$ cat config.mk
export PLATFORM = sky130hd
export DESIGN_NAME = ssp_servant
export DESIGN_NICKNAME = d
export VERILOG_FILES = /design/src/common/ssp_pkg.sv /design/src/common/ssp_ifs.sv /design/src/rtl/ssp_ahb_slave.sv /design/src/rtl/ssp_err_unit.sv /design/src/rtl/ssp_servant.sv
export SDC_FILE = /design/constraint.sdc
export NUM_CORES = 1
export LEC_CHECK = 0
export BUFFER_PORTS_ARGS = -buffer_cell sky130_fd_sc_hd__buf_2
export CORE_MARGIN = 4
export CORE_UTILIZATION = 55
export CTS_CLUSTER_DIAMETER = 120
export DETAILED_ROUTE_END_ITERATION = 6
export PLACE_DENSITY = 0.92
export SYNTH_ARGS = -nofsm -noshare
export SYNTH_HDL_FRONTEND = slang
export SYNTH_SLANG_ARGS = --single-unit
export TNS_END_PERCENT = 10
$ cat constraint.sdc
create_clock -name core_clk -period 11.4 [get_ports core_clk]
set_input_delay 0.57 -clock core_clk [delete_from_list [all_inputs] [get_ports core_clk]]
set_output_delay 0.57 -clock core_clk [all_outputs]
set_load 0.02 [all_outputs]
$ cat src/common/ssp_pkg.sv
// Constants, types and helpers shared by the serial servant block.
package ssp_pkg;
  // Register byte offsets on the AHB-Lite slave.
  localparam logic [7:0] OFS_CTRL = 8'h00;
  localparam logic [7:0] OFS_STATUS = 8'h04;
  localparam logic [7:0] OFS_IRQ_STAT = 8'h08;
  localparam logic [7:0] OFS_IRQ_MASK = 8'h0c;
  localparam logic [7:0] OFS_CMD = 8'h10;
  localparam logic [7:0] OFS_CMD_INFO = 8'h14;
  localparam logic [7:0] OFS_RESP_DATA = 8'h18;
  localparam logic [7:0] OFS_RESP_CTL = 8'h1c;
  localparam logic [7:0] OFS_GEN_ERR = 8'h20;
  localparam logic [7:0] OFS_ERR_CODE = 8'h24;
  localparam logic [7:0] OFS_XFER = 8'h28;
  // Control and transfer register bit positions.
  localparam int CTRL_EN_BIT = 0;
  localparam int CTRL_SOFT_BIT = 1;
  localparam int XFER_RD_SET = 0;
  localparam int XFER_WR_SET = 1;
  localparam int XFER_RD_CLR = 2;
  localparam int XFER_WR_CLR = 3;
  localparam int XFER_ABORT = 4;
  // Interrupt status bit positions.
  localparam int IRQ_W = 5;
  localparam int IRQ_CMD = 0;
  localparam int IRQ_RD_ABORT = 1;
  localparam int IRQ_WR_ABORT = 2;
  localparam int IRQ_ERR = 3;
  localparam int IRQ_RESP = 4;
  // Protocol error codes, 16-bit two's complement.
  localparam logic [15:0] ERR_CLEAR = 16'hffff;
  localparam logic [15:0] ERR_MULTI_QUERY = 16'hfffd;
  localparam logic [15:0] ERR_UNSUP = 16'hfffc;
  localparam logic [15:0] ERR_DIR_VIOL = 16'hfffb;
  localparam logic [15:0] ERR_DOR_VIOL = 16'hfffa;
  localparam logic [15:0] ERR_RR_VIOL = 16'hfff9;
  localparam logic [15:0] ERR_WR_VIOL = 16'hfff8;
  // Word serial opcodes in the upper command byte; the values are arbitrary.
  localparam logic [7:0] OP_BAV = 8'h10;
  localparam logic [7:0] OP_BREQ = 8'h11;
  localparam logic [7:0] OP_CLEAR = 8'h12;
  localparam logic [7:0] OP_END_NORMAL = 8'h13;
  localparam logic [7:0] OP_ABORT = 8'h14;
  localparam logic [7:0] OP_READ_ERR = 8'h15;
  // AHB-Lite encodings.
  localparam int AHB_ACTIVE_BIT = 1;
  localparam logic HRESP_OKAY = 1'b0;
  typedef enum logic [1:0] {CLS_WORD = 2'b00, CLS_LONG = 2'b01, CLS_EXT = 2'b10} ssp_class_t;
  typedef enum logic [1:0] {ACT_NONE = 2'b00, ACT_NORESP = 2'b01, ACT_WORD = 2'b10,
                            ACT_LONG = 2'b11} ssp_act_t;
  typedef enum logic [1:0] {S_IDLE = 2'b00, S_DECODE = 2'b01, S_SOFT = 2'b10} ssp_state_t;
  // Register address match.
  function automatic logic ssp_hit(input logic [7:0] a, input logic [7:0] ofs);
    return a == ofs;
  endfunction
endpackage

$ cat src/common/ssp_ifs.sv
// Interfaces between the servant core, its bus slave and its error unit.
`timescale 1ns/1ns
interface ssp_reg_if;
  logic wr_en;
  logic [7:0] addr;
  logic [31:0] wdata;
  logic [31:0] rdata;
  modport bus(output wr_en, addr, wdata, input rdata);
  modport regs(input wr_en, addr, wdata, output rdata);
endinterface

interface ssp_err_if;
  logic gen_req;
  logic [15:0] gen_code;
  logic take_req;
  logic [15:0] saved_code;
  logic err_flag;
  logic pending;
  modport user(output gen_req, gen_code, take_req, input saved_code, err_flag, pending);
  modport unit(input gen_req, gen_code, take_req, output saved_code, err_flag, pending);
endinterface

$ cat src/rtl/ssp_ahb_slave.sv
// AHB-Lite slave: zero-wait writes, reads with one wait state.
`timescale 1ns/1ns
module ssp_ahb_slave (
  // Clock and reset.
  input wire logic core_clk,
  input wire logic rst,
  // AHB-Lite.
  input wire logic hsel,
  input wire logic [31:0] haddr,
  input wire logic [1:0] htrans,
  input wire logic hwrite,
  input wire logic [31:0] hwdata,
  input wire logic hready,
  output logic hreadyout,
  output logic [31:0] hrdata,
  output logic hresp,
  // Register side.
  ssp_reg_if.bus rbus
);
  import ssp_pkg::*;
  logic [7:0] addr_q;
  logic wr_ph_q;
  logic rd_ph_q;
  logic [31:0] hrdata_q;
  // Address phase acceptance.
  wire take = hsel && htrans[AHB_ACTIVE_BIT] && hready;
  // Phase tracking; read data is registered during the wait state.
  always_ff @(posedge core_clk or posedge rst) begin
    if (rst) begin
      addr_q <= 8'h00;
      wr_ph_q <= 1'b0;
      rd_ph_q <= 1'b0;
      hrdata_q <= 32'h0000_0000;
    end else begin
      wr_ph_q <= take && hwrite;
      rd_ph_q <= take && !hwrite;
      if (take) addr_q <= haddr[7:0];
      if (rd_ph_q) hrdata_q <= rbus.rdata;
    end
  end
  // Bus answers and register strobes.
  assign hreadyout = !rd_ph_q;
  assign hrdata = hrdata_q;
  assign hresp = HRESP_OKAY;
  assign rbus.wr_en = wr_ph_q;
  assign rbus.addr = addr_q;
  assign rbus.wdata = hwdata;
endmodule

$ cat src/rtl/ssp_err_unit.sv
// Protocol error store: saved code and error flag.
`timescale 1ns/1ns
module ssp_err_unit (
  // Clock and reset.
  input wire logic core_clk,
  input wire logic rst,
  // Error requests and state.
  ssp_err_if.unit eu
);
  import ssp_pkg::*;
  logic [15:0] saved_q;
  logic [15:0] saved_d;
  logic flag_q;
  logic flag_d;
  // Request decode; a read-back empties the slot before a same-cycle error.
  wire gen_set = eu.gen_req && (eu.gen_code != ERR_CLEAR);
  wire gen_clr = eu.gen_req && (eu.gen_code == ERR_CLEAR);
  wire pend = saved_q != ERR_CLEAR;
  wire base_pend = pend && !eu.take_req;
  assign saved_d = (gen_set && !base_pend) ? eu.gen_code :
                   (eu.take_req ? ERR_CLEAR : saved_q);
  assign flag_d = gen_set ? 1'b1 : ((gen_clr || eu.take_req) ? 1'b0 : flag_q);
  // State registers.
  always_ff @(posedge core_clk or posedge rst) begin
    if (rst) begin
      saved_q <= ERR_CLEAR;
      flag_q <= 1'b0;
    end else begin
      saved_q <= saved_d;
      flag_q <= flag_d;
    end
  end
  assign eu.saved_code = saved_q;
  assign eu.err_flag = flag_q;
  assign eu.pending = pend;
endmodule

$ cat src/rtl/ssp_servant.sv
// Servant core: longword and extended serial commands, queries and protocol errors.
// Overview of operation
// - Longword commands dispatched when the soft bit is set, otherwise rejected as unsupported.
// - Query with unread response raises multiple-query.
// - Longword answer fills high, low; sets RR, WR.
// - Command without reply only sets write-ready.
// - Extended longword commands rejected as unsupported unless the soft bit is set.
// - Abort ends pending transfers with forced-abort status.
// - Error saves code and raises error flag.
// - Read-error query returns code, clears, sets RR.
// - No pending error returns the no-error code.
// - Only the first pending error is kept.
// - Clear code drops flag, others raise it.
// - Fixed negative codes for each protocol error.
// - Word answer fills low register; RR, WR.
// - Unexpected byte commands raise ready violations.
`timescale 1ns/1ns
module ssp_servant (
  // Clock and reset.
  input wire logic core_clk,
  input wire logic rst,
  // AHB-Lite slave.
  input wire logic hsel,
  input wire logic [31:0] haddr,
  input wire logic [1:0] htrans,
  input wire logic hwrite,
  input wire logic [2:0] hsize,
  input wire logic [31:0] hwdata,
  input wire logic hready,
  output logic hreadyout,
  output logic [31:0] hrdata,
  output logic hresp,
  // Commander writes and reads.
  input wire logic cmd_strobe,
  input wire ssp_pkg::ssp_class_t cmd_class,
  input wire logic [15:0] cmd_word,
  input wire logic [15:0] cmd_high,
  input wire logic resp_read,
  // Commander-visible data and response bits.
  output logic [15:0] data_high,
  output logic [15:0] data_low,
  output logic read_ready,
  output logic write_ready,
  output logic err_flag,
  output logic rd_pending,
  output logic wr_pending,
  // Interrupt.
  output logic irq
);
  import ssp_pkg::*;

  ssp_reg_if rbus();
  ssp_err_if eu();

  ssp_state_t state_q;
  ssp_state_t state_d;
  ssp_class_t cmd_class_q;
  logic [15:0] cmd_word_q;
  logic [15:0] cmd_high_q;
  logic [15:0] data_high_q;
  logic [15:0] data_low_q;
  logic rr_q;
  logic rr_d;
  logic wr_q;
  logic wr_d;
  logic rd_pend_q;
  logic rd_pend_d;
  logic wr_pend_q;
  logic wr_pend_d;
  logic ctrl_en_q;
  logic ctrl_soft_q;
  logic [31:0] resp_data_q;
  logic [IRQ_W-1:0] irq_stat_q;
  logic [IRQ_W-1:0] irq_stat_d;
  logic [IRQ_W-1:0] irq_mask_q;
  logic [IRQ_W-1:0] evt;
  logic [IRQ_W-1:0] w1c;

  // Bus slave and error store.
  ssp_ahb_slave u_bus (
    .core_clk(core_clk),
    .rst(rst),
    .hsel(hsel),
    .haddr(haddr),
    .htrans(htrans),
    .hwrite(hwrite),
    .hwdata(hwdata),
    .hready(hready),
    .hreadyout(hreadyout),
    .hrdata(hrdata),
    .hresp(hresp),
    .rbus(rbus.bus)
  );

  ssp_err_unit u_err (
    .core_clk(core_clk),
    .rst(rst),
    .eu(eu.unit)
  );

  // Register write strobes.
  wire w_ctrl = rbus.wr_en && ssp_hit(rbus.addr, OFS_CTRL);
  wire w_irq_stat = rbus.wr_en && ssp_hit(rbus.addr, OFS_IRQ_STAT);
  wire w_irq_mask = rbus.wr_en && ssp_hit(rbus.addr, OFS_IRQ_MASK);
  wire w_resp_data = rbus.wr_en && ssp_hit(rbus.addr, OFS_RESP_DATA);
  wire w_resp_ctl = rbus.wr_en && ssp_hit(rbus.addr, OFS_RESP_CTL);
  wire w_gen_err = rbus.wr_en && ssp_hit(rbus.addr, OFS_GEN_ERR);
  wire w_xfer = rbus.wr_en && ssp_hit(rbus.addr, OFS_XFER);

  // Commander handshake: writes need write-ready, reads need read-ready.
  wire cmd_take = cmd_strobe && wr_q;
  wire viol_wr = cmd_strobe && !wr_q;
  wire viol_rr = resp_read && !rr_q;

  // Decode of the captured command.
  wire [7:0] opcode = cmd_word_q[15:8];
  wire is_word = cmd_class_q == CLS_WORD;
  wire is_bav = is_word && (opcode == OP_BAV);
  wire is_breq = is_word && (opcode == OP_BREQ);
  wire is_rpe = is_word && (opcode == OP_READ_ERR);
  wire is_abort_cmd = is_word && ((opcode == OP_CLEAR) || (opcode == OP_END_NORMAL)
                      || (opcode == OP_ABORT));
  wire is_plain_word = is_word && !is_bav && !is_breq && !is_rpe && !is_abort_cmd;
  wire in_decode = (state_q == S_DECODE) && ctrl_en_q;

  // Decode outcomes; exactly one is true in an enabled decode cycle.
  wire dec_soft = in_decode && ((!is_word && ctrl_soft_q) || (is_bav && rd_pend_q)
                  || (is_breq && wr_pend_q) || is_plain_word);
  wire dec_unsup = in_decode && !is_word && !ctrl_soft_q;
  wire dec_dir = in_decode && is_bav && !rd_pend_q;
  wire dec_dor = in_decode && is_breq && !wr_pend_q;
  wire dec_abort = in_decode && is_abort_cmd;
  wire dec_rpe = in_decode && is_rpe;
  wire rpe_mq = dec_rpe && rr_q;
  wire rpe_ok = dec_rpe && !rr_q;

  // Software answers while a command waits for it.
  wire [1:0] act = rbus.wdata[1:0];
  wire sw_ans = w_resp_ctl && (state_q == S_SOFT) && (act != ACT_NONE);
  wire sw_noresp = sw_ans && (act == ACT_NORESP);
  wire sw_word = sw_ans && (act == ACT_WORD);
  wire sw_long = sw_ans && (act == ACT_LONG);
  wire sw_query = sw_word || sw_long;
  wire sw_mq = sw_query && rr_q;
  wire sw_post = sw_query && !rr_q;

  // Abort from the commander or from software.
  wire abort_req = dec_abort || (w_xfer && rbus.wdata[XFER_ABORT]);

  // Ready bits: set wins over a same-cycle clear.
  wire wr_set = dec_unsup || dec_dir || dec_dor || dec_abort || dec_rpe || sw_ans;
  wire rr_set = rpe_ok || sw_post;
  assign rr_d = rr_set || (rr_q && !resp_read);
  assign wr_d = wr_set || (wr_q && !cmd_take);

  // Pending transfers; an abort overrides a same-cycle start.
  wire rd_set = w_xfer && rbus.wdata[XFER_RD_SET];
  wire rd_clr = w_xfer && rbus.wdata[XFER_RD_CLR];
  wire wrp_set = w_xfer && rbus.wdata[XFER_WR_SET];
  wire wrp_clr = w_xfer && rbus.wdata[XFER_WR_CLR];
  assign rd_pend_d = !abort_req && (rd_set || (rd_pend_q && !rd_clr));
  assign wr_pend_d = !abort_req && (wrp_set || (wr_pend_q && !wrp_clr));

  // Error requests in priority order; software requests come last.
  assign eu.gen_req = viol_wr || viol_rr || rpe_mq || sw_mq || dec_unsup
                      || dec_dir || dec_dor || w_gen_err;
  assign eu.gen_code = viol_wr ? ERR_WR_VIOL :
                       viol_rr ? ERR_RR_VIOL :
                       (rpe_mq || sw_mq) ? ERR_MULTI_QUERY :
                       dec_unsup ? ERR_UNSUP :
                       dec_dir ? ERR_DIR_VIOL :
                       dec_dor ? ERR_DOR_VIOL : rbus.wdata[15:0];
  assign eu.take_req = rpe_ok;

  // Interrupt events, sticky status cleared by writing ones.
  assign evt[IRQ_CMD] = dec_soft;
  assign evt[IRQ_RD_ABORT] = abort_req && rd_pend_q;
  assign evt[IRQ_WR_ABORT] = abort_req && wr_pend_q;
  assign evt[IRQ_ERR] = eu.gen_req && (eu.gen_code != ERR_CLEAR);
  assign evt[IRQ_RESP] = resp_read && rr_q;
  assign w1c = w_irq_stat ? rbus.wdata[IRQ_W-1:0] : '0;
  assign irq_stat_d = evt | (irq_stat_q & ~w1c);

  // Command sequencer.
  always_comb begin
    state_d = state_q;
    case (state_q)
      S_IDLE: begin
        if (cmd_take) state_d = S_DECODE;
      end
      S_DECODE: begin
        if (dec_soft) state_d = S_SOFT;
        else if (ctrl_en_q) state_d = S_IDLE;
      end
      S_SOFT: begin
        if (sw_ans) state_d = S_IDLE;
      end
      default: begin
        state_d = S_IDLE;
      end
    endcase
  end

  // Sequencer and handshake registers.
  always_ff @(posedge core_clk or posedge rst) begin
    if (rst) begin
      state_q <= S_IDLE;
      rr_q <= 1'b0;
      wr_q <= 1'b1;
      rd_pend_q <= 1'b0;
      wr_pend_q <= 1'b0;
      irq_stat_q <= '0;
    end else begin
      state_q <= state_d;
      rr_q <= rr_d;
      wr_q <= wr_d;
      rd_pend_q <= rd_pend_d;
      wr_pend_q <= wr_pend_d;
      irq_stat_q <= irq_stat_d;
    end
  end

  // Captured command.
  always_ff @(posedge core_clk or posedge rst) begin
    if (rst) begin
      cmd_class_q <= CLS_WORD;
      cmd_word_q <= 16'h0000;
      cmd_high_q <= 16'h0000;
    end else if (cmd_take) begin
      cmd_class_q <= cmd_class;
      cmd_word_q <= cmd_word;
      cmd_high_q <= cmd_high;
    end
  end

  // Response data registers seen by the commander.
  always_ff @(posedge core_clk or posedge rst) begin
    if (rst) begin
      data_high_q <= 16'h0000;
      data_low_q <= 16'h0000;
    end else begin
      if (rpe_ok) data_low_q <= eu.saved_code;
      if (sw_post) data_low_q <= resp_data_q[15:0];
      if (sw_post && sw_long) data_high_q <= resp_data_q[31:16];
    end
  end

  // Software-written configuration.
  always_ff @(posedge core_clk or posedge rst) begin
    if (rst) begin
      ctrl_en_q <= 1'b0;
      ctrl_soft_q <= 1'b0;
      irq_mask_q <= '0;
      resp_data_q <= 32'h0000_0000;
    end else begin
      if (w_ctrl) ctrl_en_q <= rbus.wdata[CTRL_EN_BIT];
      if (w_ctrl) ctrl_soft_q <= rbus.wdata[CTRL_SOFT_BIT];
      if (w_irq_mask) irq_mask_q <= rbus.wdata[IRQ_W-1:0];
      if (w_resp_data) resp_data_q <= rbus.wdata;
    end
  end

  // Read-back words.
  wire [31:0] ctrl_word = {30'h0000_0000, ctrl_soft_q, ctrl_en_q};
  wire [31:0] status_word = {25'h000_0000, state_q, wr_pend_q, rd_pend_q, eu.err_flag,
                             wr_q, rr_q};
  wire [31:0] info_word = {30'h0000_0000, cmd_class_q};
  wire [31:0] err_word = {15'h0000, eu.pending, eu.saved_code};
  wire [31:0] stat_word = {27'h000_0000, irq_stat_q};
  wire [31:0] mask_word = {27'h000_0000, irq_mask_q};
  assign rbus.rdata = ssp_hit(rbus.addr, OFS_CTRL) ? ctrl_word :
                      ssp_hit(rbus.addr, OFS_STATUS) ? status_word :
                      ssp_hit(rbus.addr, OFS_IRQ_STAT) ? stat_word :
                      ssp_hit(rbus.addr, OFS_IRQ_MASK) ? mask_word :
                      ssp_hit(rbus.addr, OFS_CMD) ? {cmd_high_q, cmd_word_q} :
                      ssp_hit(rbus.addr, OFS_CMD_INFO) ? info_word :
                      ssp_hit(rbus.addr, OFS_RESP_DATA) ? resp_data_q :
                      ssp_hit(rbus.addr, OFS_ERR_CODE) ? err_word : 32'h0000_0000;

  // Outputs.
  assign data_high = data_high_q;
  assign data_low = data_low_q;
  assign read_ready = rr_q;
  assign write_ready = wr_q;
  assign err_flag = eu.err_flag;
  assign rd_pending = rd_pend_q;
  assign wr_pending = wr_pend_q;
  assign irq = |(irq_stat_q & irq_mask_q);
endmodule

# After elaboration in Yosys (flattened, before gate mapping)
# Index checks and enable logic that the tools add are counted.
# Widths: inputs -> output; s select.
dict set report classes {
  n_eq_ne 26
  n_mux 26
  bitwise_logic 4
  reduce_logical 116
}
# operator count
set op_table {}
lappend op_table {{$mux 32} 7}
lappend op_table {{$mux 16} 10}
lappend op_table {{$eq 8x5->1 const B} 10}
lappend op_table {{$logic_and 1x1->1} 62}
lappend op_table {{$ne 16x16->1 const B} 2}
lappend op_table {{$logic_or 1x1->1} 26}
lappend op_table {{$eq 8x6->1 const B} 3}
lappend op_table {{$logic_not 1->1} 19}
lappend op_table {{$mux 17} 1}
lappend op_table {{$eq 16x16->1 const B} 1}
lappend op_table {{$eq 8x4->1 const B} 2}
lappend op_table {{$and 5x5->5} 2}
lappend op_table {{$eq 8x3->1 const B} 1}
lappend op_table {{$logic_not 8->1} 1}
lappend op_table {{$mux 2} 4}
lappend op_table {{$reduce_bool 2->1} 4}
lappend op_table {{$eq 2x2->1 const B} 3}
lappend op_table {{$pmux 2 s3} 1}
lappend op_table {{$mux 5} 1}
lappend op_table {{$not 5->5} 1}
lappend op_table {{$or 5x5->5} 1}
lappend op_table {{$reduce_or 5->1} 1}
lappend op_table {{$logic_not 2->1} 2}
lappend op_table {{$ne 2x2->1 const B} 2}
lappend op_table {{4 further kinds} 5}
dict set report totals {
  regBits 175
}

# Logic depth before layout (Yosys ltp)
dict set report logic_depth {
  depth_word 16
  depth_mapped 9
  depth_no_buf 6
}

# Hierarchy
# From an unflattened synthesis, not the netlist that was laid out.
dict set report hier_totals {
  cells_unflattened 729
  hier_area_um2 8592.0
}
# mod n_inst cells_per_inst area_each_um2 seq_area_each_um2
set by_module_without_submodules {}
lappend by_module_without_submodules {ssp_servant 1 499 5681.7 2904.0}
lappend by_module_without_submodules {ssp_ahb_slave 1 126 1961.9 1051.0}
lappend by_module_without_submodules {ssp_err_unit 1 104 948.4 445.4}

# Worst setup path before layout
# No wires, ideal clock.
dict set report synth_path {
  kind {register to register}
  startpoint {register cmd_word_q[11]}
  endpoint {register u_err.saved_q[10] (netlist: u_err.eu.saved_code[10])}
  t_arrival_ns 2.204
  slack_ns 9.116
  path_stages_with_launch 8
  path_cell_list {dfrtp_1 -> or4b_1 -> nor4_1 -> o211ai_1 -> a21o_1 -> or3b_4 -> buf_6 -> o22a_1}
}
dict set report synth_between {
  elab_chain_cells 14
}
# element line
set synth_rtl {}
lappend synth_rtl {{from (decl)} ssp_servant.sv:58} ;# logic [15:0] cmd_word_q;
lappend synth_rtl {{from (signal assigned)} ssp_servant.sv:231} ;# cmd_word_q <= cmd_word;
lappend synth_rtl {{$eq 8x5->1} ssp_servant.sv:119} ;# wire is_breq = is_word && (opcode == OP_BREQ);
lappend synth_rtl {{$logic_and 1x1->1} ssp_servant.sv:119}
lappend synth_rtl {{$logic_and 1x1->1 (2 in series)} ssp_servant.sv:131} ;# wire dec_dor = in_decode && is_breq && !wr_pend_q;
lappend synth_rtl {{$mux 16} ssp_servant.sv:172} ;# dec_dor ? ERR_DOR_VIOL : rbus.wdata[15:0];
lappend synth_rtl {{$mux 16} ssp_servant.sv:171} ;# dec_dir ? ERR_DIR_VIOL :
lappend synth_rtl {{$mux 16} ssp_servant.sv:170} ;# dec_unsup ? ERR_UNSUP :
lappend synth_rtl {{$mux 16} ssp_servant.sv:169} ;# (rpe_mq || sw_mq) ? ERR_MULTI_QUERY :
lappend synth_rtl {{$mux 16} ssp_servant.sv:168} ;# viol_rr ? ERR_RR_VIOL :
lappend synth_rtl {{$mux 16} ssp_servant.sv:167} ;# assign eu.gen_code = viol_wr ? ERR_WR_VIOL :
lappend synth_rtl {{$ne 16x16->1} ssp_err_unit.sv:16} ;# wire gen_set = eu.gen_req && (eu.gen_code != ERR_CLEAR);
lappend synth_rtl {{$logic_and 1x1->1} ssp_err_unit.sv:16}
lappend synth_rtl {{$logic_and 1x1->1} ssp_err_unit.sv:20} ;# assign saved_d = (gen_set && !base_pend) ? eu.gen_code :
lappend synth_rtl {{$mux 16 / $reduce_bool 2->1 (equally long branches)} -}
lappend synth_rtl {{to (signal assigned)} ssp_err_unit.sv:29} ;# saved_q <= saved_d;
lappend synth_rtl {{to (decl)} ssp_err_unit.sv:11} ;# logic [15:0] saved_q;
# Parallel ways exist; a longest one is shown, timed or not.
# A chain may end at the register's enable or synchronous reset.

# Final worst setup path
dict set report layout_path {
  startpoint {register u_bus.addr_q[5] (netlist: u_bus.rbus.addr[5])}
  endpoint {register resp_data_q[17]}
}
dict set report layout_between {
  elab_chain_cells 2
}
# element line
set layout_rtl {}
lappend layout_rtl {{from (decl)} ssp_ahb_slave.sv:21} ;# logic [7:0] addr_q;
lappend layout_rtl {{from (signal assigned)} ssp_ahb_slave.sv:37} ;# if (take) addr_q <= haddr[7:0];
lappend layout_rtl {{$eq 8x5->1} ssp_pkg.sv:54} ;# return a == ofs;
lappend layout_rtl {{$logic_and 1x1->1} ssp_servant.sv:105} ;# wire w_resp_data = rbus.wr_en && ssp_hit(rbus.addr, OFS_RESP_DATA);
lappend layout_rtl {{to (signal assigned)} ssp_servant.sv:259} ;# if (w_resp_data) resp_data_q <= rbus.wdata;
lappend layout_rtl {{to (decl)} ssp_servant.sv:72} ;# logic [31:0] resp_data_q;
# Every way passes these cells.

==> qor.yml <==
yosys:
  ys_seq_area_share_pct: 57.08
  async_flop_share_pct: 100.0
  syn_nets: 735
  synth_largest_area_cell: "dfrtp_1"
  synthTopCellsByArea: "dfrtp_1, mux2_2, dfstp_2, a22oi_1, o2bb2ai_1"
  synthFlopType: "dfrtp_1"
  yosys_warnings: 0
  ys_ff_latch: 175
  synth.distinct_cells: 54
  synth-edff-count: 0
  syn_area_per_cell_sq_um: 12.33
  mappedNetlistArea_sq_um: 7709
  synth_top_area_share_pct: 51.29
  synth_cells: 625
power_and_ir_drop:
  peakVddDrop_mv: 0.09840
  p_int_mw: 1.134
  power_switching_mw: 0.3468
  p_seq_share_pct: 46.8
  cellLeakagePower_nw: 4.263
  p_per_area_nw_per_um2: 159.4
  p_comb_share_pct: 8.1
  swShare_pct: 23.43
  pwr-share-clk_pct: 45.1
global_routing:
  grtUsageTotal_pct: 25.90
  overflow: 0
  grt_pass1_vias: 6156
  grt_max_degree: 107
  antenna_found_initial: 0
  grt_pass1_wl_um: 32580
cells_and_area:
  most-common-layout-cells: "dfrtp_1, buf_2, mux2_2"
  drive_gt1_share_pct: 40.38
  fillers: 973
  multiInputGateArea_sq_um: 3107
  n_antenna_cell: 0
  regArea_sq_um: 4400
  fin_area_sq_um: 9289
  final_common_cell: "dfrtp_1"
  nets: 877
  synthToLayoutAreaGrowth_pct: 20.50
floorplanning:
  die-area_sq_um: 15970
  rows: 42
  start_util_pct: 57.08
  fp.dieH_um: 126.4
  num_io_pins: 182
  core_area_sq_um: 13510
  die_w_um: 126.4
clock_network:
  clk_pin_slew_ns: 0.06
  cts.sinks: 175
  cts_buffers: 17
  clk_root_buffer_cell: "clkbuf_16"
  post_cts_buffers: 0
  insertion_delay_ns: 0.43
  cts_resized: 0
  tritoncts: "yes"
  h-tree-depth: 4
  clk_path_buf_depth: 2
  hold_buffers: 0
sta:
  slew_viol_final: 0
  rsz0062_at_grt: "false"
  period_needed_ns: 3.203
  worst_pin_slew_ns: 1.252
  tns_ns: 0
  fmax_ghz: 0.3122
  finClkSkew_ns: 0.01218
  hold_violations: 0
  slew_headroom_pct: 16.51
  setup_violations: 0
  period_share_pct: 28.10
worst_setup_path:
  worstSetupEndpoint: "resp_data_q[17]"
  crit_fanout: 28
  worst_ep_arrival_time_ns: 3.51
  rrSetupSlack_ns: 8.20
  reg2reg_from: "u_bus.rbus.addr[5]"
  critPathRequiredTime_ns: 11.71
  crit_path_start_kind: "flop"
  rr_worst_depth: 6
  rr_endpoint: "resp_data_q[17]"
  criticalPathCategory: "reg -> reg"
  critPathLaunch: "u_bus.rbus.addr[5]"
  end_kind: "flop"
drt:
  num_vias: 6053
  drc_errors: 0
  firstDrtPassIters: 6
  antenna_left: 0
  drt_wl_total_um: 20460
  first_iter_violations: 658
  routed_via_density: 6.332
  wl_per_cell_um: 21.40
placed_design:
  placed_area_sq_um: 8606
  port_buffers: 152
  gp_congestion: 0.9151
  post-dp-hpwl_um: 13990
run:
  cap_violations: 0
worst_hold_path:
  hp-class: "in -> reg"
outcome:
  status: "finished clean"
## metal layers
layer	wire length, um	track usage, %	up-vias
met4	544	11.48	0
met3	2199	8.071	42
met2	9583	39.76	370
li1	-	-	2650
met1	8134	34.08	2991
met5	0	0	-
## synthesized netlist by cell type (4+ instances only)
cell type  instances
a21o_1             5
a21oi_1           12
a221o_1            7
a222oi_1          13
a22oi_1           38
and3_1             5
buf_1              5
buf_2              7
clkbuf_1          24
dfrtp_1          158
dfstp_2           17
inv_1              8
mux2_2            95
nand2_1           45
nand2b_1           4
nand3_1            8
nand4_1            9
nor2_1            26
nor2b_1            8
nor3_1             6
nor4_1             7
o21ai_0           28
o22a_1            13
o2bb2ai_1         28
## cells by family after synthesis
| logic type | synth area share, % |
|---|---|
| AO/OA/AOI/OAI | 16.36 |
| AND/OR/NAND/NOR | 9.430 |
| buffers and inverters | 2.694 |
| multiplexers | 14.27 |
| flip-flops | 57.08 |
| other | 0.04865 |
| XOR/XNOR | 0.1136 |
## area by class of cell
class	instances	share of cell area, %
multi-input cells	402	33.45
repair buffers	163	9.079
clock inverters	13	2.478
inverters	8	0.3772
clock buffers	19	4.876
flip-flops and latches	175	47.37
well taps	176	2.371
## flip-flops by register name (all words and copies together), names as in the netlist, 2 cells and up
signal and cells:
cmd_class_q 2, cmd_high_q 16, cmd_word_q 16, data_high 16, data_low 16, irq_mask_q 5
irq_stat_q 5, resp_data_q 32, state_q 2, u_bus.hrdata 32, u_bus.rbus.addr 8, u_err.eu.saved_code 16
## power by group through the flow
stage	clock network, mW	logic (mW)	registers (mW)
final	0.667	0.120	0.694
after global placement	0	0.115	0.701
after detailed placement	0	0.119	0.703
after CTS	0.677	0.120	0.692
after floorplan	0	0.0783	0.692
after global routing	0.705	0.132	0.697
## metrics by stage
step | utilization [%] | setup slack (ns) | cells | hold slack (ns) | total power [mW]
global placement | 63.72 | 8.345 | 924 | 0.4587 | 0.8159
detailed placement | 63.72 | 8.285 | 924 | 0.4678 | 0.8220
global route | 68.78 | 8.051 | 956 | 0.2973 | 1.534
CTS | 68.78 | 8.266 | 956 | 0.2907 | 1.488
floorplan | - | 6.113 | 625 | 0.4660 | 0.7706
finish | 68.78 | 8.197 | 956 | 0.3126 | 1.480
## worst min-delay path by stage
| stage | startpoint | slack (ns) | to | depth (start not counted) |
|---|---|---|---|---|
| 2_1_floorplan | ctrl_soft_q | 0.47 | ctrl_soft_q | 2 |
| 3_3_place_gp | data_low[4] | 0.46 | data_low[4] | 2 |
| 3_5_place_dp | data_low[10] | 0.47 | data_low[10] | 2 |
| 4_1_cts | hwrite | 0.29 | u_bus.rd_ph_q | 2 |
| 5_1_grt | hwrite | 0.30 | u_bus.rd_ph_q | 2 |
| 6_report | hwrite | 0.31 | u_bus.rd_ph_q | 2 |
## worst max-delay path, cell delays in order (launching register included)
cell and delay, ns:
dfrtp_1 0.46, nor4b_1 0.70, and3_1 0.26, buf_4 0.34, nand2_1 0.55, buf_4 0.45, mux2_2 0.31
(Power assumes the default switching activity.)
